**config.mk**
```make
export PLATFORM = sky130hd
export DESIGN_NAME = tmr_top
export DESIGN_NICKNAME = d
export VERILOG_FILES = /design/src/rtl/tmr_pkg.sv /design/src/rtl/tmr_tick_if.sv /design/src/rtl/tmr_prescale.sv /design/src/rtl/tmr_top.sv
export VERILOG_INCLUDE_DIRS = /design/src /design/src/rtl
export SDC_FILE = /design/constraint.sdc
export NUM_CORES = 1
export LEC_CHECK = 0
export CAP_MARGIN = 40
export CORE_ASPECT_RATIO = 1.75
export CORE_MARGIN = 2
export CORE_UTILIZATION = 50
export DETAILED_ROUTE_END_ITERATION = 10
export DONT_BUFFER_PORTS = 1
export HOLD_SLACK_MARGIN = 0.12
export PLACE_DENSITY = 0.68
export SYNTH_ARGS = -nofsm -noshare
export SYNTH_HDL_FRONTEND = slang
export SYNTH_SLANG_ARGS = --single-unit
export TNS_END_PERCENT = 1
```
**constraint.sdc**
```tcl
create_clock -name i_clk -period 2.2 [get_ports i_clk]
set_input_delay 0.22 -clock i_clk [delete_from_list [all_inputs] [get_ports i_clk]]
set_output_delay 0.22 -clock i_clk [all_outputs]
set_load 0.05 [all_outputs]
```
**src/rtl/tmr_consts.svh**
```systemverilog
// constants for the dual timer and capture timer block
// assumes a single 10 MHz system clock; machine cycle is 12 (or 4) clocks
//
// Contract
// - timer counts at clock/12 or clock/4
// - sample count pin each machine cycle phase
// - count changes at one phase, next cycle
// - function select bits 2 and 6
// - four modes per counter from mode field
// - fast base bit, reset selects divide-by-12
// - mode 0 is 13 bits wide
// - mode 0 wrap 1FFF sets overflow flag
// - count only if run and gate allows
// - mode 1 sixteen bits, wrap sets flag
// - mode 2 low byte reloads from high
// - second counter frozen in mode 3
// - first counter splits in mode 3
// - second counter runs without run/flag then
// - third counter pin or divided clock, run
// - capture mode 16-bit wrap sets flag
// - capture pin edge copies count, sets flag
// - clear third counter after capture option
// - third interrupt is OR of flags
// - serviced interrupt clears overflow flags (counters 0 and 1 only here; counter 2 flags clear by software)
`ifndef TMR_CONSTS_SVH
`define TMR_CONSTS_SVH
`define SLOW_DIV 4'hC
`define FAST_DIV 4'h4
`define PHASE_SAMPLE 4'h3
`define PHASE_UPDATE 4'h2
`define MODE_SEL0_CT 2
`define MODE_SEL1_CT 6
`define MODE_SEL0_GATE 3
`define MODE_SEL1_GATE 7
`define MODE_SEL0_LSB 0
`define MODE_SEL1_LSB 4
`define CNT2_CLR_BIT 3
`define BYTE_RST 8'h00
`define MODE0_LOW_MASK 8'h1F
`endif

```
**src/rtl/tmr_pkg.sv**
```systemverilog
// types for the dual timer and capture timer block
// assumes the constants header is included by users of the numbers
package tmr_pkg;
  typedef logic [7:0] byte_t;
  typedef enum logic [1:0] {MODE_13BIT, MODE_16BIT, MODE_RELOAD, MODE_SPLIT} cnt_mode_e;
endpackage : tmr_pkg

```
**src/rtl/tmr_tick_if.sv**
```systemverilog
// carries the time-base ticks from the prescaler to the counters
// assumes one producer and one consumer in the same clock domain
`timescale 1ns/100ps
interface tmr_tick_if;
  logic upd_slow;
  logic upd_fast;
  logic sample;
  modport src (output upd_slow, output upd_fast, output sample);
  modport dst (input upd_slow, input upd_fast, input sample);
endinterface : tmr_tick_if

```
**src/rtl/tmr_prescale.sv**
```systemverilog
// machine-cycle phase generator: sample and update strobes
// assumes i_clk is the system clock
`timescale 1ns/100ps
`include "tmr_consts.svh"
module tmr_prescale (
  input wire logic i_clk,
  input wire logic i_resetn,
  tmr_tick_if.src tick
);
  import tmr_pkg::*;
  logic [3:0] ph12_ff;
  logic [1:0] ph4_ff;

  // twelve-clock machine cycle counter
  always_ff @(posedge i_clk or negedge i_resetn) begin
    if (!i_resetn) begin
      ph12_ff <= 4'h0;
    end else if (ph12_ff == `SLOW_DIV - 4'h1) begin
      ph12_ff <= 4'h0;
    end else begin
      ph12_ff <= ph12_ff + 4'h1;
    end
  end

  // four-clock turbo counter
  always_ff @(posedge i_clk or negedge i_resetn) begin
    if (!i_resetn) begin
      ph4_ff <= 2'h0;
    end else begin
      ph4_ff <= ph4_ff + 2'h1;
    end
  end

  // pins sample at one phase, counts move at another within the cycle
  assign tick.sample = (ph12_ff == `PHASE_SAMPLE);
  assign tick.upd_slow = (ph12_ff == `PHASE_UPDATE);
  assign tick.upd_fast = (ph4_ff == 2'h2);
endmodule : tmr_prescale

```
**src/rtl/tmr_top.sv**
```systemverilog
// two mode-selectable timer/counters and a capture counter
// assumes pins are synchronous to i_clk; software writes arrive as one-cycle strobes
`timescale 1ns/100ps
`include "tmr_consts.svh"
module tmr_top (
  input wire logic i_clk,
  input wire logic i_resetn,
  input wire logic [7:0] i_counter_mode_reg,
  input wire logic i_cnt0_fast_base,
  input wire logic i_cnt1_fast_base,
  input wire logic i_cnt0_run,
  input wire logic i_cnt1_run,
  input wire logic i_cnt2_run,
  input wire logic i_cnt2_source_sel,
  input wire logic i_cnt2_fast_base,
  input wire logic i_capture_or_reload_sel,
  input wire logic i_cnt2_external_enable,
  input wire logic i_clear_after_capture,
  input wire logic i_gate_pin_a,
  input wire logic i_gate_pin_b,
  input wire logic i_count_pin_a,
  input wire logic i_count_pin_b,
  input wire logic i_count_pin_c,
  input wire logic i_capture_trigger_pin,
  input wire logic [2:0] i_wr_sel,
  input wire logic i_wr_en,
  input wire tmr_pkg::byte_t i_wr_data,
  input wire logic i_cnt0_int_ack,
  input wire logic i_cnt1_int_ack,
  input wire logic i_cnt2_ovf_clr,
  input wire logic i_cnt2_ext_clr,
  output logic [15:0] o_cnt0,
  output logic [15:0] o_cnt1,
  output logic [15:0] o_cnt2,
  output logic [15:0] o_capture,
  output logic o_cnt0_overflow_flag,
  output logic o_cnt1_overflow_flag,
  output logic o_cnt2_overflow_flag,
  output logic o_cnt2_external_flag,
  output logic o_cnt2_irq
);
  import tmr_pkg::*;

  tmr_tick_if tick();
  tmr_prescale u_pre (
    .i_clk(i_clk),
    .i_resetn(i_resetn),
    .tick(tick)
  );

  // write select codes
  localparam logic [2:0] WS_C0L = 3'h0;
  localparam logic [2:0] WS_C0H = 3'h1;
  localparam logic [2:0] WS_C1L = 3'h2;
  localparam logic [2:0] WS_C1H = 3'h3;
  localparam logic [2:0] WS_C2L = 3'h4;
  localparam logic [2:0] WS_C2H = 3'h5;

  byte_t c0l_ff, c0h_ff, c1l_ff, c1h_ff, c2l_ff, c2h_ff, capl_ff, caph_ff;
  logic f0_ff, f1_ff, f2_ff, x2_ff, irq_ff;
  logic [3:0] smp_ff, edge_ff, pin_now;

  cnt_mode_e mode0, mode1;
  logic ct0, ct1, gate0, gate1;
  assign mode0 = cnt_mode_e'(i_counter_mode_reg[`MODE_SEL0_LSB +: 2]);
  assign mode1 = cnt_mode_e'(i_counter_mode_reg[`MODE_SEL1_LSB +: 2]);
  assign ct0 = i_counter_mode_reg[`MODE_SEL0_CT];
  assign ct1 = i_counter_mode_reg[`MODE_SEL1_CT];
  assign gate0 = i_counter_mode_reg[`MODE_SEL0_GATE];
  assign gate1 = i_counter_mode_reg[`MODE_SEL1_GATE];

  // time base tick for a timer, chosen by its fast base bit
  function automatic logic base_tick(input logic fast, input logic slow_t, input logic fast_t);
    base_tick = fast ? fast_t : slow_t;
  endfunction : base_tick

  // run qualifier shared by both first counters
  function automatic logic run_ok(input logic run, input logic gate, input logic pin);
    run_ok = run && (!gate || pin);
  endfunction : run_ok

  function automatic logic wr_hit(input logic en, input logic [2:0] sel, input logic [2:0] code);
    wr_hit = en && (sel == code);
  endfunction : wr_hit

  assign pin_now = {i_capture_trigger_pin, i_count_pin_c, i_count_pin_b, i_count_pin_a};

  // pin samples once per machine cycle; index 3 is the capture trigger
  // reset to low so a pin that is low after reset cannot fake a falling edge
  always_ff @(posedge i_clk or negedge i_resetn) begin
    if (!i_resetn) begin
      smp_ff <= 4'h0;
    end else if (tick.sample) begin
      smp_ff <= pin_now;
    end
  end

  // edge from last cycle's sample and this one, held until the next update phase
  always_ff @(posedge i_clk or negedge i_resetn) begin
    if (!i_resetn) begin
      edge_ff <= 4'h0;
    end else if (tick.sample) begin
      edge_ff <= smp_ff & ~pin_now;
    end else if (tick.upd_slow) begin
      edge_ff <= 4'h0;
    end
  end

  // counter edges only land on the slow update phase since pins move per machine cycle
  logic inc0, inc1, inc0h, inc2, cap_ev;
  logic t0_step, t1_step;
  assign t0_step = ct0 ? (tick.upd_slow && edge_ff[0]) : base_tick(i_cnt0_fast_base, tick.upd_slow, tick.upd_fast);
  assign t1_step = ct1 ? (tick.upd_slow && edge_ff[1]) : base_tick(i_cnt1_fast_base, tick.upd_slow, tick.upd_fast);
  assign inc0 = t0_step && run_ok(i_cnt0_run, gate0, i_gate_pin_a);
  // in split mode the high half of counter 0 borrows counter 1's run bit
  assign inc0h = (mode0 == MODE_SPLIT) && i_cnt1_run &&
                 base_tick(i_cnt0_fast_base, tick.upd_slow, tick.upd_fast);
  // with counter 0 split, counter 1 ignores its run bit but still obeys its gate, and stops in its own mode 3
  assign inc1 = t1_step && (mode1 != MODE_SPLIT) &&
                ((mode0 == MODE_SPLIT) ? (!gate1 || i_gate_pin_b)
                                      : run_ok(i_cnt1_run, gate1, i_gate_pin_b));
  assign inc2 = i_cnt2_run && (i_cnt2_source_sel ? (tick.upd_slow && edge_ff[2])
               : base_tick(i_cnt2_fast_base, tick.upd_slow, tick.upd_fast));
  assign cap_ev = i_capture_or_reload_sel && i_cnt2_external_enable && tick.upd_slow && edge_ff[3];

  // next values for a mode 0-2 counter; ovf reports the wrap
  function automatic logic [16:0] step16(input cnt_mode_e m, input byte_t lo, input byte_t hi);
    logic [16:0] r;
    logic [4:0] l5;
    r = {1'b0, hi, lo};
    l5 = lo[4:0] + 5'h01;
    case (m)
      MODE_13BIT: begin
        // upper three low-byte bits are left alone
        r[7:0] = {lo[7:5], l5};
        if (lo[4:0] == 5'h1F) begin
          r[15:8] = hi + 8'h01;
          r[16] = (hi == 8'hFF);
        end
      end
      MODE_16BIT: begin
        r = {1'b0, hi, lo} + 17'h00001;
      end
      default: begin
        if (lo == 8'hFF) begin
          r[7:0] = hi;
          r[16] = 1'b1;
        end else begin
          r[7:0] = lo + 8'h01;
        end
      end
    endcase
    step16 = r;
  endfunction : step16

  logic [16:0] n0, n1;
  assign n0 = step16(mode0, c0l_ff, c0h_ff);
  assign n1 = step16(mode1, c1l_ff, c1h_ff);
  logic ovf0, ovf0h, ovf1;
  assign ovf0 = inc0 && ((mode0 == MODE_SPLIT) ? (c0l_ff == 8'hFF) : n0[16]);
  assign ovf0h = inc0h && (c0h_ff == 8'hFF);
  assign ovf1 = inc1 && n1[16];

  // counter 0 bytes; a software write wins over a count
  always_ff @(posedge i_clk or negedge i_resetn) begin
    if (!i_resetn) begin
      c0l_ff <= `BYTE_RST;
      c0h_ff <= `BYTE_RST;
    end else begin
      if (wr_hit(i_wr_en, i_wr_sel, WS_C0L)) begin
        c0l_ff <= i_wr_data;
      end else if (inc0) begin
        c0l_ff <= (mode0 == MODE_SPLIT) ? c0l_ff + 8'h01 : n0[7:0];
      end
      if (wr_hit(i_wr_en, i_wr_sel, WS_C0H)) begin
        c0h_ff <= i_wr_data;
      end else if (mode0 == MODE_SPLIT) begin
        if (inc0h) begin
          c0h_ff <= c0h_ff + 8'h01;
        end
      end else if (inc0) begin
        c0h_ff <= n0[15:8];
      end
    end
  end

  // counter 1 bytes
  always_ff @(posedge i_clk or negedge i_resetn) begin
    if (!i_resetn) begin
      c1l_ff <= `BYTE_RST;
      c1h_ff <= `BYTE_RST;
    end else begin
      if (wr_hit(i_wr_en, i_wr_sel, WS_C1L)) begin
        c1l_ff <= i_wr_data;
      end else if (inc1) begin
        c1l_ff <= n1[7:0];
      end
      if (wr_hit(i_wr_en, i_wr_sel, WS_C1H)) begin
        c1h_ff <= i_wr_data;
      end else if (inc1) begin
        c1h_ff <= n1[15:8];
      end
    end
  end

  // overflow flags: a set in the same cycle as service beats the clear
  always_ff @(posedge i_clk or negedge i_resetn) begin
    if (!i_resetn) begin
      f0_ff <= 1'b0;
      f1_ff <= 1'b0;
    end else begin
      if (ovf0) begin
        f0_ff <= 1'b1;
      end else if (i_cnt0_int_ack) begin
        f0_ff <= 1'b0;
      end
      // counter 1 loses its flag to the split high half of counter 0
      if ((mode0 == MODE_SPLIT) ? ovf0h : ovf1) begin
        f1_ff <= 1'b1;
      end else if (i_cnt1_int_ack) begin
        f1_ff <= 1'b0;
      end
    end
  end

  // counter 2: capture clear beats a write and a count
  always_ff @(posedge i_clk or negedge i_resetn) begin
    if (!i_resetn) begin
      c2l_ff <= `BYTE_RST;
      c2h_ff <= `BYTE_RST;
    end else if (cap_ev && i_clear_after_capture) begin
      c2l_ff <= `BYTE_RST;
      c2h_ff <= `BYTE_RST;
    end else begin
      if (wr_hit(i_wr_en, i_wr_sel, WS_C2L)) begin
        c2l_ff <= i_wr_data;
      end else if (inc2) begin
        c2l_ff <= c2l_ff + 8'h01;
      end
      if (wr_hit(i_wr_en, i_wr_sel, WS_C2H)) begin
        c2h_ff <= i_wr_data;
      end else if (inc2 && c2l_ff == 8'hFF) begin
        c2h_ff <= c2h_ff + 8'h01;
      end
    end
  end

  // capture registers snapshot the count as it stood
  always_ff @(posedge i_clk or negedge i_resetn) begin
    if (!i_resetn) begin
      capl_ff <= `BYTE_RST;
      caph_ff <= `BYTE_RST;
    end else if (cap_ev) begin
      capl_ff <= c2l_ff;
      caph_ff <= c2h_ff;
    end
  end

  // counter 2 flags are never cleared by service, only by software
  always_ff @(posedge i_clk or negedge i_resetn) begin
    if (!i_resetn) begin
      f2_ff <= 1'b0;
      x2_ff <= 1'b0;
    end else begin
      if (i_capture_or_reload_sel && inc2 && {c2h_ff, c2l_ff} == 16'hFFFF) begin
        f2_ff <= 1'b1;
      end else if (i_cnt2_ovf_clr) begin
        f2_ff <= 1'b0;
      end
      if (cap_ev) begin
        x2_ff <= 1'b1;
      end else if (i_cnt2_ext_clr) begin
        x2_ff <= 1'b0;
      end
    end
  end

  // interrupt request lags the flags by one clock so the output is registered
  always_ff @(posedge i_clk or negedge i_resetn) begin
    if (!i_resetn) begin
      irq_ff <= 1'b0;
    end else begin
      irq_ff <= f2_ff || x2_ff;
    end
  end

  assign o_cnt0 = {c0h_ff, c0l_ff};
  assign o_cnt1 = {c1h_ff, c1l_ff};
  assign o_cnt2 = {c2h_ff, c2l_ff};
  assign o_capture = {caph_ff, capl_ff};
  assign o_cnt0_overflow_flag = f0_ff;
  assign o_cnt1_overflow_flag = f1_ff;
  assign o_cnt2_overflow_flag = f2_ff;
  assign o_cnt2_external_flag = x2_ff;
  assign o_cnt2_irq = irq_ff;
endmodule : tmr_top

```
After elaboration in Yosys (flattened, before gate mapping). Index checks and enable logic that the tools add are counted. W data, S select, Z words.

$add $sub $neg: 12. Eq/ne operators: 26. Muxes and demuxes: 49. Reduce and logical (&&, ||, !) cells: 52. Bitwise logic cells: 2.

Operators by type and width (number): $mux W8 (19); $pmux W8 S2 (4); $add A8 B1 Y8 const B (6); $eq A8 B8 Y1 const B (5); $add A16 B1 Y17 const B (2); $logic_and A1 B1 Y1 (27); $mux W1 (19); $mux W9 (2); $eq A16 B16 Y1 const B (1); $reduce_bool A2 Y1 (8); $mux W4 (3); $reduce_bool A3 Y1 (4); $add A5 B1 Y5 const B (2); $eq A5 B5 Y1 const B (2); $ne A3 B3 Y1 const B (3); $eq A4 B2 Y1 const B (2); $eq A3 B2 Y1 const B (2); $eq A3 B3 Y1 const B (2); $add A4 B1 Y4 const B (1); $and A4 B4 Y4 (1); $eq A2 B1 Y1 const B (2); $eq A2 B2 Y1 const B (2); $eq A4 B4 Y1 const B (1); $logic_not A2 Y1 (2); other kinds (13) (19).

Logic and storage cells: 160. Flip-flop bits (word level): 83. Output and inout port bits: 69.

Longest topological paths before layout. Gate-level depths: netlist (run 1).

Depth after elaboration: 8. Mapped depth: 9.

Hierarchy. From an unflattened synthesis (run 1), not the netlist that was laid out.

Cell total of the unflattened synthesis: 532. Area total of the unflattened synthesis: 4918.5 µm².

Modules (own cells, without submodules): tmr_top (times used 1, sequential area each 1926.8 µm², area an instance 4644.5 µm², cells each 509); tmr_prescale (times used 1, sequential area each 150.1 µm², area an instance 274.0 µm², cells each 23).

Least setup slack after synthesis (run 1). No wires, ideal clock.

Path type: flip-flop to flip-flop. Start: register c0l_ff[0]. End: register c0h_ff[4]. Cell stages (with the launch flop): 10. Data required time: 2118 ps. Path buffers: 0. Data arrival time: 2457 ps. Setup time: 82 ps. Slack: -339 ps. Cells stage by stage: dfrtp_1 > ha_1 > nand3_1 > inv_1 > ha_1 > nor2_1 > o41ai_4 > nand3_2 > or3_1 > a31oi_1.

Cells in the longest elaborated chain, start to end: 5.

Ends and longest elaborated chain: start: declaration (line tmr_top.sv:59) `byte_t c0l_ff, c0h_ff, c1l_ff, c1h_ff, c2l_ff, c2h_ff, capl_ff, caph_ff;`; start signal: assignment (line tmr_top.sv:167) `` c0l_ff <= `BYTE_RST; ``; start signal: assignment (line tmr_top.sv:171) `c0l_ff <= i_wr_data;`; start signal: assignment (line tmr_top.sv:173) `c0l_ff <= (mode0 == MODE_SPLIT) ? c0l_ff + 8'h01 : n0[7:0];`; $add A16 B1 Y17 (line tmr_top.sv:142) `r = {1'b0, hi, lo} + 17'h00001;`; $pmux W8 S2 (line tmr_top.sv:132) `case (m)`; $mux W8 (line tmr_top.sv:181) `end else if (inc0) begin`; $mux W8 (line tmr_top.sv:177) `end else if (mode0 == MODE_SPLIT) begin`; $mux W8 (line tmr_top.sv:175) `if (wr_hit(i_wr_en, i_wr_sel, WS_C0H)) begin`; end signal: assignment (line tmr_top.sv:176) `c0h_ff <= i_wr_data;`; end signal: assignment (line tmr_top.sv:179) `c0h_ff <= c0h_ff + 8'h01;`; end signal: assignment (line tmr_top.sv:182) `c0h_ff <= n0[15:8];`; end: declaration (line tmr_top.sv:59).

Several ways; a longest one is shown, not always the timed one. The select of a mux whose other input is x is not followed. A chain may end at the register's enable or synchronous reset.

Worst setup path after layout (run 1).
Start: register u_pre.ph12_ff[0]. End: register c1h_ff[5].

Cells in the longest elaborated chain, start to end: 7.

Ends and longest elaborated chain: start: declaration (line tmr_prescale.sv:11) `logic [3:0] ph12_ff;`; start signal: assignment (line tmr_prescale.sv:21) `ph12_ff <= ph12_ff + 4'h1;`; $eq A4 B2 Y1 (no line) (*); $mux W1 or $logic_and A1 B1 Y1 (tied branches) (line tmr_top.sv:74, tmr_top.sv:113); $mux W1 (*) (line tmr_top.sv:113) `assign t1_step = ct1 ? (tick.upd_slow && edge_ff[1]) : base_tick(i_cnt1_fast_base, tick.upd_slow, tick.upd_fas ...`; $logic_and A1 B1 Y1 (*) (2 in series) (line tmr_top.sv:119) `assign inc1 = t1_step && (mode1 != MODE_SPLIT) &&`; $reduce_bool A2 Y1 (no line) (*); $reduce_and A3 Y1 (no line) (*); end signal: assignment (line tmr_top.sv:191) `` c1h_ff <= `BYTE_RST; ``; end signal: assignment (line tmr_top.sv:199) `c1h_ff <= i_wr_data;`; end signal: assignment (line tmr_top.sv:201) `c1h_ff <= n1[15:8];`; end: declaration (line tmr_top.sv:59).

Every way passes the cells marked *; elsewhere a longest branch is shown, timed or not.

==> summary.md, run 1 <==
| Metric | Value |
|---|---|
| Slowest-stage cell, CP | `dfrtp_1` |
| CTS max path bufs | `2` |
| Initial antenna violation count | `0` |
| Fin crit period | `2.20 ns` |
| Hold WC Path Type | `in -> reg` |
| Vias in the first global route | `4,181` |
| Commonest non-fill, non-tap cells in the layout | `dfrtp_1, buf_4, nand2_1` |
| Iter 0 DRT Violations | `253` |
| Area contributors post-synth | `dfrtp_1, mux2_2, o21ai_0` |
| Critical path data arrival time | `2.43 ns` |
| Final Cell Area | `5860 um^2` |
| Number of synthesized flops with an enable pin | `0` |
| # rows | `46` |
| Core area | `9090 um^2` |
| Die Ht | `132 um` |
| CTS Root Cell | `clkbuf_16` |
| Max Freq | `455 MHz` |
| P_leak | `2.48 nW` |
| # diodes | `0` |
| Overflow left after global routing | `0` |
| Crit end category | `flip-flop` |
| Final setup violation count | `0` |
| Critical path class | `reg -> reg` |
| Seq/Total Area, Yosys | `44.1%` |
| Largest area contributor in the netlist | `dfrtp_1` |
| Routability cong. | `0.941` |
| Top Ports | `111` |
| DIE WIDTH | `77.4 um` |
| Critical Path RT | `2.43 ns` |
| Actual slew at the worst max-slew pin | `0.612 ns` |
| Seq cells post-synth | `83` |
| PortBufs | `0` |
| Status | `finished, final reports clean` |
| Final #Nets | `635` |
| CTS buffer count | `9` |
| Worst path cell trace | `inv_1 > ha_1 > nor3b_4 > o221a_2 > o2111ai_1 > buf_4 > nor3_1 > xnor2_1 > a21oi_1` |
| Synthesized area | `4710 um^2` |
| Synth warn | `0` |
| Slowest cell delay on critical path | `0.41 ns` |
| Family with the most delay on the worst path | `simple AND/OR/NAND/NOR gates` |
| First drt pass iteration count | `5` |
| Cell Area, Placed | `5270 um^2` |
| Final Max Slew Viols | `0` |
| H-tree depth | `3` |
| Setup TNS | `0 ns` |
| Final hold vios | `0` |
| Max_cap viols | `0` |
| Syn_nets | `561` |
| First-pass GRT wire length | `21,300 um` |
| Final wirelength | `13,300 um` |
| DR DRC count | `0` |
| Period utilization | `100%` |
| Final ANT Viol Nets | `0` |
| Post-Place Cells | `670` |
| Buf+Inv Stages, Crit Path | `2` |
| Crit path max fanout | `5` |
| Latest clock arrival within the worst-skew pair | `0.35 ns` |
| Via count | `4,230` |
| Unique masters post-synth | `57` |
| Synth Instances | `509` |
| Final Skew | `0.00508 ns` |
| Post-DR vias/cell | `5.98` |
| Largest net degree at the start of global routing | `84` |
| Die area | `10,200 um^2` |
| Area delta synth->final | `24.5%` |
| Top FF cell, synth | `dfrtp_1` |
| Worst-path clk slew | `0.06 ns` |
| Syn Area/Cell | `9.25 um^2` |
| TritonCTS Sinks | `83` |
| Starting density of the core | `51.8%` |
| DP HPWL | `9700 um` |
| Nature of the critical path startpoint | `flip-flop` |
| Post-route insts no fill | `707` |
| Leading cell type in the layout, fill and taps excluded | `dfrtp_1` |
| Async SR Flop Fraction | `100%` |
| Slew headroom | `59.0%` |
| Area share of the largest cell type after synthesis | `44.1%` |
| Cell Pwr Density | `1020 nW/um^2` |
| Share of cells above drive strength 1 | `21.3%` |
| CTS tree | `done` |
| Gr usage total | `26.7%` |
| Routed len/inst | `18.9 um` |
| RSZ-0062 raised after global routing | `yes` |
| Max IR drop VDD | `0.000617 V` |
cell families (layout without fill, tap and decap cells):
family                   count (synthesis)  count (layout)  synth area share [%]
buffers and inverters                   43             121                  3.53
multiplexers                            30              30                  6.99
flip-flops                              83              83                  44.1
AO/OA/AOI/OAI                          124             124                  16.8
adder cells (fa/ha/maj)                 10              10                  2.66
AND/OR/NAND/NOR                        188             188                  20.1
XOR/XNOR                                31              31                  5.77
worst min-delay path, cell delays in order:
cell and delay, ns:
nand2_4 0.07, o21ai_0 0.09, a21oi_1 0.04
path summary, 6_finish.rpt:
kind,startpoint,endpoint,slack (ns),depth (start not counted)
worst max-delay path,u_pre.ph12_ff[0]$_DFF_PN0_,c1h_ff[5]$_DFFE_PN0P_,0.0003,9
worst min-delay path,i_clear_after_capture,c2l_ff[3]$_DFFE_PN0P_,0.11,3
worst max register to register,u_pre.ph12_ff[0]$_DFF_PN0_,c1h_ff[5]$_DFFE_PN0P_,0.0003,9
worst min register to register,u_pre.ph4_ff[0]$_DFF_PN0_,u_pre.ph4_ff[0]$_DFF_PN0_,0.41,1
max in group asynchronous,i_resetn,c0l_ff[1]$_DFFE_PN0P_,1.41,2
min in group asynchronous,i_resetn,o_cnt0_overflow_flag$_DFFE_PN0P_,0.43,2
routing by layer:
metal	part of all wire [%]	up-vias	GRT usage, %
li1	-	1984	-
met5	0	-	0
met1	37	2025	29.8
met2	52	176	47.1
met4	3.5	0	12.5
met3	7.3	45	6.44
Yosys cell counts (13+ instances only):
master and number:
xnor2_1 18, clkbuf_1 13, mux2_2 20, xor2_1 13, dfrtp_1 83, nor2_1 47
inv_1 26, o21ai_0 36, a21oi_1 35, nand4_1 13, nand3_1 21, nand2_1 48
cell type report:
cell class / instances / area [um^2]
fill: 789 / 3230
multi-input combinational: 383 / 2550
sequential: 83 / 2080
timing repair buffer: 80 / 683
clock buffer: 13 / 260
tap: 120 / 150
inverter: 26 / 97.6
clock inverter: 2 / 35.0
metrics by stage:
step                setup WS [ns]  hold WS, ns  power [mW]  utilization (%)
floorplan                  -0.130      -0.0756        3.73                -
global placement           0.0880      -0.0727        4.33             57.9
global route               -0.104        0.129        6.25             64.5
detailed placement        -0.0428      -0.0731        4.37             57.9
CTS                       0.00246        0.124        5.99             63.7
finish                   0.000259        0.115        5.99             64.5
repair_timing:
action	in CTS	in global routing
setup buffers	0	1
hold buffers	21	0
gates resized for setup	2	13
hold endpoints to repair	140	0
setup endpoints to repair	4	32
where the power goes:
group          internal, mW  leakage (nW)  switching (mW)  total, mW
Clock                 0.934         0.146           0.597       1.53
Sequential             1.80          1.01           0.443       2.24
Combinational         0.702          1.32            1.52       2.22
sequential cells by signal, summed over array words and instances (netlist names), 8 cells and up:
signal and count:
c0h_ff 8, c0l_ff 8, c1h_ff 8, c1l_ff 8
c2h_ff 8, c2l_ff 8, caph_ff 8, capl_ff 8
Note: power is estimated with default switching activity, not from simulation.
==> run 2, diff against run 1 <==
--- a/config.mk
+++ b/config.mk
@@ -6,6 +6,7 @@
 export SDC_FILE = /design/constraint.sdc
 export NUM_CORES = 1
 export LEC_CHECK = 0
+export ABC_AREA = 1
 export CAP_MARGIN = 40
 export CORE_ASPECT_RATIO = 1.75
 export CORE_MARGIN = 2
@@ -14,6 +15,7 @@
 export DONT_BUFFER_PORTS = 1
 export HOLD_SLACK_MARGIN = 0.12
 export PLACE_DENSITY = 0.68
+export SLEW_MARGIN = 20
 export SYNTH_ARGS = -nofsm -noshare
 export SYNTH_HDL_FRONTEND = slang
 export SYNTH_SLANG_ARGS = --single-unit
==> run 2 against run 1 <==
  * Sequential power is 3% lower
  * Sequential share of layout area is 3.6 points lower
  * Setup slack better by 0.16 ns
  * Cell count is 46% higher
  * Clock-buffer cell count is 4 lower
  * Hold slack better by 0.015 ns
  * Combinational power is 19% higher
  * Global-route usage is 2.7 points higher
  * Non-clock buffer count is 8 lower
  * Sequential cell count stayed put
  * Highest routed layer unchanged
==> summary.md, run 2 <==
| Metric | Value |
|---|---|
| Period utilization | `92.5%` |
| Largest area contributor in the netlist | `dfrtp_1` |
| Share of cells above drive strength 1 | `11.5%` |
| DIE WIDTH | `83.7 um` |
| Routability cong. | `0.930` |
| Slowest cell delay on critical path | `0.56 ns` |
| Family with the most delay on the worst path | `simple AND/OR/NAND/NOR gates` |
| Vias in the first global route | `5,543` |
| Resized Gates After CTS | `0` |
| Latest clock arrival within the worst-skew pair | `0.35 ns` |
| Leading cell type in the layout, fill and taps excluded | `nand2_1` |
| Worst path cell trace | `ha_1 > nand3_1 > nor2_1 > nand2_1 > nor3_2 > nand3_2 > o22ai_1 > dlygate4sd3_1` |
| Critical Path RT | `2.48 ns` |
| Async SR Flop Fraction | `100%` |
| Synth Instances | `833` |
| Area delta synth->final | `17.1%` |
| Slowest-stage cell, CP | `dlygate4sd3_1` |
| Top cells by count, synth | `nand2_1, nand3_1, inv_1, dfrtp_1, nor2_1` |
| Die area | `12,000 um^2` |
| Number of synthesized flops with an enable pin | `0` |
| CTS buffer count | `9` |
| Buf+Inv Stages, Crit Path | `1` |
| H-tree depth | `3` |
| P_leak | `3.37 nW` |
| CTS tree | `done` |
| Post-route insts no fill | `1,032` |
| Commonest non-fill, non-tap cells in the layout | `nand2_1, nand3_1, inv_1` |
| Final ANT Viol Nets | `0` |
| Die Ht | `143 um` |
| Slew headroom | `58.5%` |
| Iter 0 DRT Violations | `319` |
| Critical path class | `reg -> reg` |
| Top FF cell, synth | `dfrtp_1` |
| Routed len/inst | `16.8 um` |
| Max Freq | `491 MHz` |
| Nature of the critical path startpoint | `flip-flop` |
| Cell Pwr Density | `967 nW/um^2` |
| Initial antenna violation count | `0` |
| Seq/Total Area, Yosys | `37.4%` |
| Crit end category | `flip-flop` |
| Post-DR vias/cell | `5.53` |
| Top Ports | `111` |
| Final wirelength | `17,400 um` |
| Fin crit period | `2.04 ns` |
| DP HPWL | `13,300 um` |
| Synthesized area | `5550 um^2` |
| Core area | `10,800 um^2` |
| Max_cap viols | `0` |
| Final Max Slew Viols | `0` |
| # diodes | `0` |
| Hold WC Path Type | `in -> reg` |
| Starting density of the core | `51.6%` |
| Via count | `5,704` |
| Syn_nets | `885` |
| Gr usage total | `29.4%` |
| Area share of the largest cell type after synthesis | `37.4%` |
| Seq cells post-synth | `83` |
| Synth warn | `0` |
| Syn Area/Cell | `6.66 um^2` |
| # rows | `50` |
| Overflow left after global routing | `0` |
| Worst-path clk slew | `0.07 ns` |
| Crit path max fanout | `3` |
| Status | `finished, final reports clean` |
| Unique masters post-synth | `35` |
| PortBufs | `0` |
| TritonCTS Sinks | `83` |
| Final hold vios | `0` |
| Area contributors post-synth | `dfrtp_1, nand2_1, nand3_1` |
| DR DRC count | `0` |
| Post-Place Cells | `999` |
| Max IR drop VDD | `0.000630 V` |
| Actual slew at the worst max-slew pin | `0.623 ns` |
| Most common cell in the synthesized netlist | `nand2_1` |
| Final #Nets | `949` |
| CTS max path bufs | `2` |
| Final Skew | `0.0129 ns` |
| Critical path data arrival time | `2.32 ns` |
| RSZ-0062 raised after global routing | `no` |
| CTS Root Cell | `clkbuf_16` |
| Setup TNS | `0 ns` |
| First drt pass iteration count | `6` |
| Final setup violation count | `0` |
| Largest net degree at the start of global routing | `84` |
| First-pass GRT wire length | `27,800 um` |
[run 2: cell types whose count changed after synthesis, sizes merged, moves of 6 or more]
cell,before,now
nand3,22,99
mux2i,10,0
mux2,20,0
buf,3,10
nor2,47,89
nor3,12,6
xnor2,18,4
nand2,48,294
a211oi,8,2
inv,26,99
and3,9,0
a21oi,35,21
o21ai,37,66
[run 2: timing repair]
action | CTS | global route
hold buffers | 17 | 0
hold endpoints to repair | 108 | 0
setup buffers | 0 | 0
[run 2: through the flow]
step	cell area [um^2]	total power, mW	hold slack [ns]	utilization, %	setup WS [ns]
finish	6500	6.29	0.129	60.4	0.165
global route	6500	6.62	0.146	60.4	0.00161
CTS	6500	6.32	0.123	60.4	0.158
detailed placement	6030	4.78	-0.0738	56.0	0.303
global placement	6030	4.74	-0.0735	56.0	0.361
floorplan	5550	3.99	-0.0756	-	0.102
[run 2: cell type report]
| type | count | area (um^2) |
|---|---|---|
| clock inverter | 7 | 57.6 |
| sequential | 83 | 2080 |
| fill | 1054 | 4260 |
| inverter | 99 | 374 |
| timing repair buffer | 72 | 601 |
| multi-input combinational | 632 | 3000 |
| tap | 130 | 163 |
| clock buffer | 9 | 225 |
[run 2: where the power goes]
group | switching (mW) | total [mW] | internal (mW)
combinational | 1.87 | 2.65 | 0.783
clock | 0.670 | 1.45 | 0.781
sequential | 0.383 | 2.18 | 1.80
[run 2: metal layers]
metal  track usage, %  vias up  wire, um
met5                0        -         0
met3             5.00       61      1040
met4             16.7        0       850
li1                 -     2790         -
met1             32.4     2626      6510
met2             53.0      227      8990
[run 2: cell families (layout without fill, tap and decap cells)]
group | count (synthesis) | count (layout) | synth area share [%]
compound gates | 103 | 103 | 10.1
simple gates | 503 | 503 | 39.2
buf+inv | 118 | 187 | 8.47
fa+ha+maj | 10 | 10 | 2.25
xor+xnor | 16 | 16 | 2.52
flops | 83 | 83 | 37.4
[run 2: final timing paths]
| check | start | end | slack (ns) | depth (start not counted) |
|---|---|---|---|---|
| hold / removal | i_wr_data[2] | c0l_ff[2]$_DFFE_PN0P_ | 0.13 | 2 |
| setup reg to reg | c2l_ff[0]$_DFFE_PN0P_ | o_cnt2_overflow_flag$_DFFE_PN0P_ | 0.16 | 8 |
| min in group asynchronous | i_resetn | c0l_ff[5]$_DFFE_PN0P_ | 0.43 | 2 |
| setup / recovery | c2l_ff[0]$_DFFE_PN0P_ | o_cnt2_overflow_flag$_DFFE_PN0P_ | 0.16 | 8 |
| hold reg to reg | u_pre.ph4_ff[0]$_DFF_PN0_ | u_pre.ph4_ff[0]$_DFF_PN0_ | 0.41 | 1 |
| max in group asynchronous | i_resetn | c1l_ff[0]$_DFFE_PN0P_ | 1.40 | 2 |
[run 2: worst reg2reg max path, stage by stage, from the launching register on]
cell and delay (ns):
dfrtp_1 0.36, ha_1 0.20, nand3_1 0.11, nor2_1 0.14, nand2_1 0.11, nor3_2 0.20
nand3_2 0.17, o22ai_1 0.13, dlygate4sd3_1 0.56
==> run 3, diff against run 2 <==
--- a/config.mk
+++ b/config.mk
@@ -8,13 +8,12 @@
 export LEC_CHECK = 0
 export ABC_AREA = 1
 export CAP_MARGIN = 40
-export CORE_ASPECT_RATIO = 1.75
 export CORE_MARGIN = 2
 export CORE_UTILIZATION = 50
 export DETAILED_ROUTE_END_ITERATION = 10
 export DONT_BUFFER_PORTS = 1
 export HOLD_SLACK_MARGIN = 0.12
-export PLACE_DENSITY = 0.68
+export PLACE_DENSITY = 0.77
 export SLEW_MARGIN = 20
 export SYNTH_ARGS = -nofsm -noshare
 export SYNTH_HDL_FRONTEND = slang
==> run 3 against run 2 <==
  * Fmax hardly changed
  * Sequential cell count stayed put
  * First-iteration DRC count is 53% higher
  * Sequential power hardly changed
  * Total power is 7.8% lower
  * Critical path type unchanged
  * Largest cell class unchanged
  * Largest power group unchanged
==> summary.md, run 3 (synthesized netlist as in run 2, its figures left out) <==
| Metric | Value |
|---|---|
| Status | `finished, final reports clean` |
| Die Ht | `109 um` |
| Iter 0 DRT Violations | `489` |
| Routed len/inst | `15.3 um` |
| Post-Place Cells | `1,009` |
| Net Sw Frac | `48.3%` |
| Fin crit period | `2.03 ns` |
| Met3 GRT Util | `4.80%` |
| Clk pwr share | `17.3%` |
| Nature of the critical path startpoint | `flip-flop` |
| Final Skew | `0.0141 ns` |
| Max IR drop VDD | `0.000558 V` |
| DP HPWL | `11,700 um` |
| Share of total power in combinational logic | `45.5%` |
| Largest net degree at the start of global routing | `84` |
| First-pass GRT wire length | `26,200 um` |
| Internal Dissipation | `2.99 mW` |
| Crit end category | `flip-flop` |
| Routability cong. | `0.950` |
| H-tree depth | `3` |
| Crit path max fanout | `7` |
| Area delta synth->final | `15.9%` |
| Reg2reg start | `u_pre.ph12_ff[0]$_DFF_PN0_` |
| TritonCTS Sinks | `83` |
| Die area | `12,000 um^2` |
| Final wirelength | `16,000 um` |
| Starting density of the core | `51.2%` |
| Vias in the first global route | `5,318` |
| Latest clock arrival within the worst-skew pair | `0.37 ns` |
| Final #Nets | `952` |
| Overflow left after global routing | `0` |
| Hold_sp | `i_counter_mode_reg[1]` |
| Hold Path Sink | `o_cnt1_overflow_flag$_DFFE_PN0P_` |
| Setup TNS | `0 ns` |
| Gr usage total | `28.2%` |
| CTS Root Cell | `clkbuf_8` |
| Final Max Slew Viols | `0` |
| Final setup violation count | `0` |
| Hold WC Path Type | `in -> reg` |
| Critical path data arrival time | `2.34 ns` |
| R2r worst-path depth | `9` |
| Cell Pwr Density | `901 nW/um^2` |
| P_leak | `3.33 nW` |
| Initial antenna violation count | `1` |
| NetSw | `2.80 mW` |
| Period utilization | `92.4%` |
| Resized Gates After CTS | `0` |
| # rows | `38` |
| Worst flop-to-flop path endpoint | `o_cnt2_overflow_flag$_DFFE_PN0P_` |
| Sequential share of power | `37.2%` |
| DR DRC count | `0` |
| Share of cells above drive strength 1 | `11.3%` |
| CTS buffer count | `9` |
| M1 GR Usage | `37.2%` |
| Reg2reg setup slack | `0.17 ns` |
| CTS tree | `done` |
| Via count | `5,651` |
| Leading cell type in the layout, fill and taps excluded | `nand2_1` |
| Worst Hold Depth | `3` |
| Critical Path RT | `2.51 ns` |
| Worst-path clk slew | `0.09 ns` |
| Critical path class | `reg -> reg` |
| Max_cap viols | `0` |
| Actual slew at the worst max-slew pin | `0.654 ns` |
| Slew headroom | `56.3%` |
| Met2 Resource Use GR | `45.4%` |
| Core area | `10,800 um^2` |
| Commonest non-fill, non-tap cells in the layout | `nand2_1, nand3_1, inv_1` |
| CTS max path bufs | `2` |
| DIE WIDTH | `109 um` |
| Final ANT Viol Nets | `0` |
| Final hold vios | `0` |
| RSZ-0062 raised after global routing | `no` |
| First drt pass iteration count | `5` |
| Total Power | `5.79 mW` |
| Post-route insts no fill | `1,045` |
| Post-DR vias/cell | `5.41` |
| GRT busiest layer | `met2` |
| Top Ports | `111` |
| Max Freq | `492 MHz` |
| PortBufs | `0` |
[run 3: cell types whose count changed in the layout (fill, tap and decap cells not counted)]
cell	change
clkinv_4	+2
dlygate4sd3_1	+3
inv_8	-1
clkbuf_1	+1
clkbuf_8	+9
diode_2	+1
clkinv_2	-1
clkbuf_16	-9
inv_6	-2
[run 3: final cells by class]
type	count	area [um^2]
sequential	83	2080
antenna	1	2.50
tap	140	175
clock inverter	5	41.3
clock buffer	10	128
multi-input combinational	632	3000
timing repair buffer	75	631
fill	1009	4410
inverter	99	374
[run 3: through the flow]
step | setup slack, ns | hold slack, ns | util (%) | area (um^2)
final | 0.166 | 0.132 | 59.3 | 6430
after global routing | 0.0292 | 0.155 | 59.3 | 6430
after detailed placement | 0.359 | -0.0746 | 55.7 | 6040
after floorplan | 0.102 | -0.0756 | - | 5550
after CTS | 0.180 | 0.128 | 59.3 | 6430
after global placement | 0.411 | -0.0742 | 55.7 | 6040
[run 3: repair_timing]
item                       in CTS  in global routing
hold buffers                   20                  0
hold endpoints to repair      114                  0
buffers inserted                0                  0
setup endpoints to repair       0                  0
[run 3: critical path, cell delays in order, from the launching register on]
cell and delay [ns]:
dfrtp_1 0.40, inv_1 0.08, ha_1 0.24, nand2_4 0.13
inv_2 0.08, nor2_1 0.04, nor2_1 0.14, nand3_2 0.16
o22ai_1 0.14, dlygate4sd3_1 0.56
[run 3: worst max path at each step]
stage                                from                                to
2_1_floorplan       c0l_ff[0]$_DFFE_PN0P_             c0h_ff[2]$_DFFE_PN0P_
6_report       u_pre.ph12_ff[0]$_DFF_PN0_  o_cnt2_overflow_flag$_DFFE_PN0P_
3_5_place_dp        c0l_ff[0]$_DFFE_PN0P_             c0h_ff[3]$_DFFE_PN0P_
4_1_cts        u_pre.ph12_ff[0]$_DFF_PN0_  o_cnt2_overflow_flag$_DFFE_PN0P_
3_3_place_gp        c0l_ff[0]$_DFFE_PN0P_             c0l_ff[3]$_DFFE_PN0P_
5_1_grt        u_pre.ph12_ff[0]$_DFF_PN0_  o_cnt2_overflow_flag$_DFFE_PN0P_
[run 3: routing by layer]
layer  up-vias  part of all wire, %  routed length, um
li1       2808                    -                  -
met1      2591                   43               6840
met2       212                   46               7410
met3        40                  7.9               1270
met4         0                  3.1                494
met5         -                    0                  0
[run 3: power groups by stage]
stage | clock network [mW] | registers [mW] | logic [mW]
3_5_place_dp | 0 | 2.19 | 2.55
3_3_place_gp | 0 | 2.18 | 2.53
5_1_grt | 1.07 | 2.20 | 2.87
6_report | 1.00 | 2.16 | 2.63
2_1_floorplan | 0 | 3.09 | 0.899
4_1_cts | 1.02 | 2.16 | 2.63
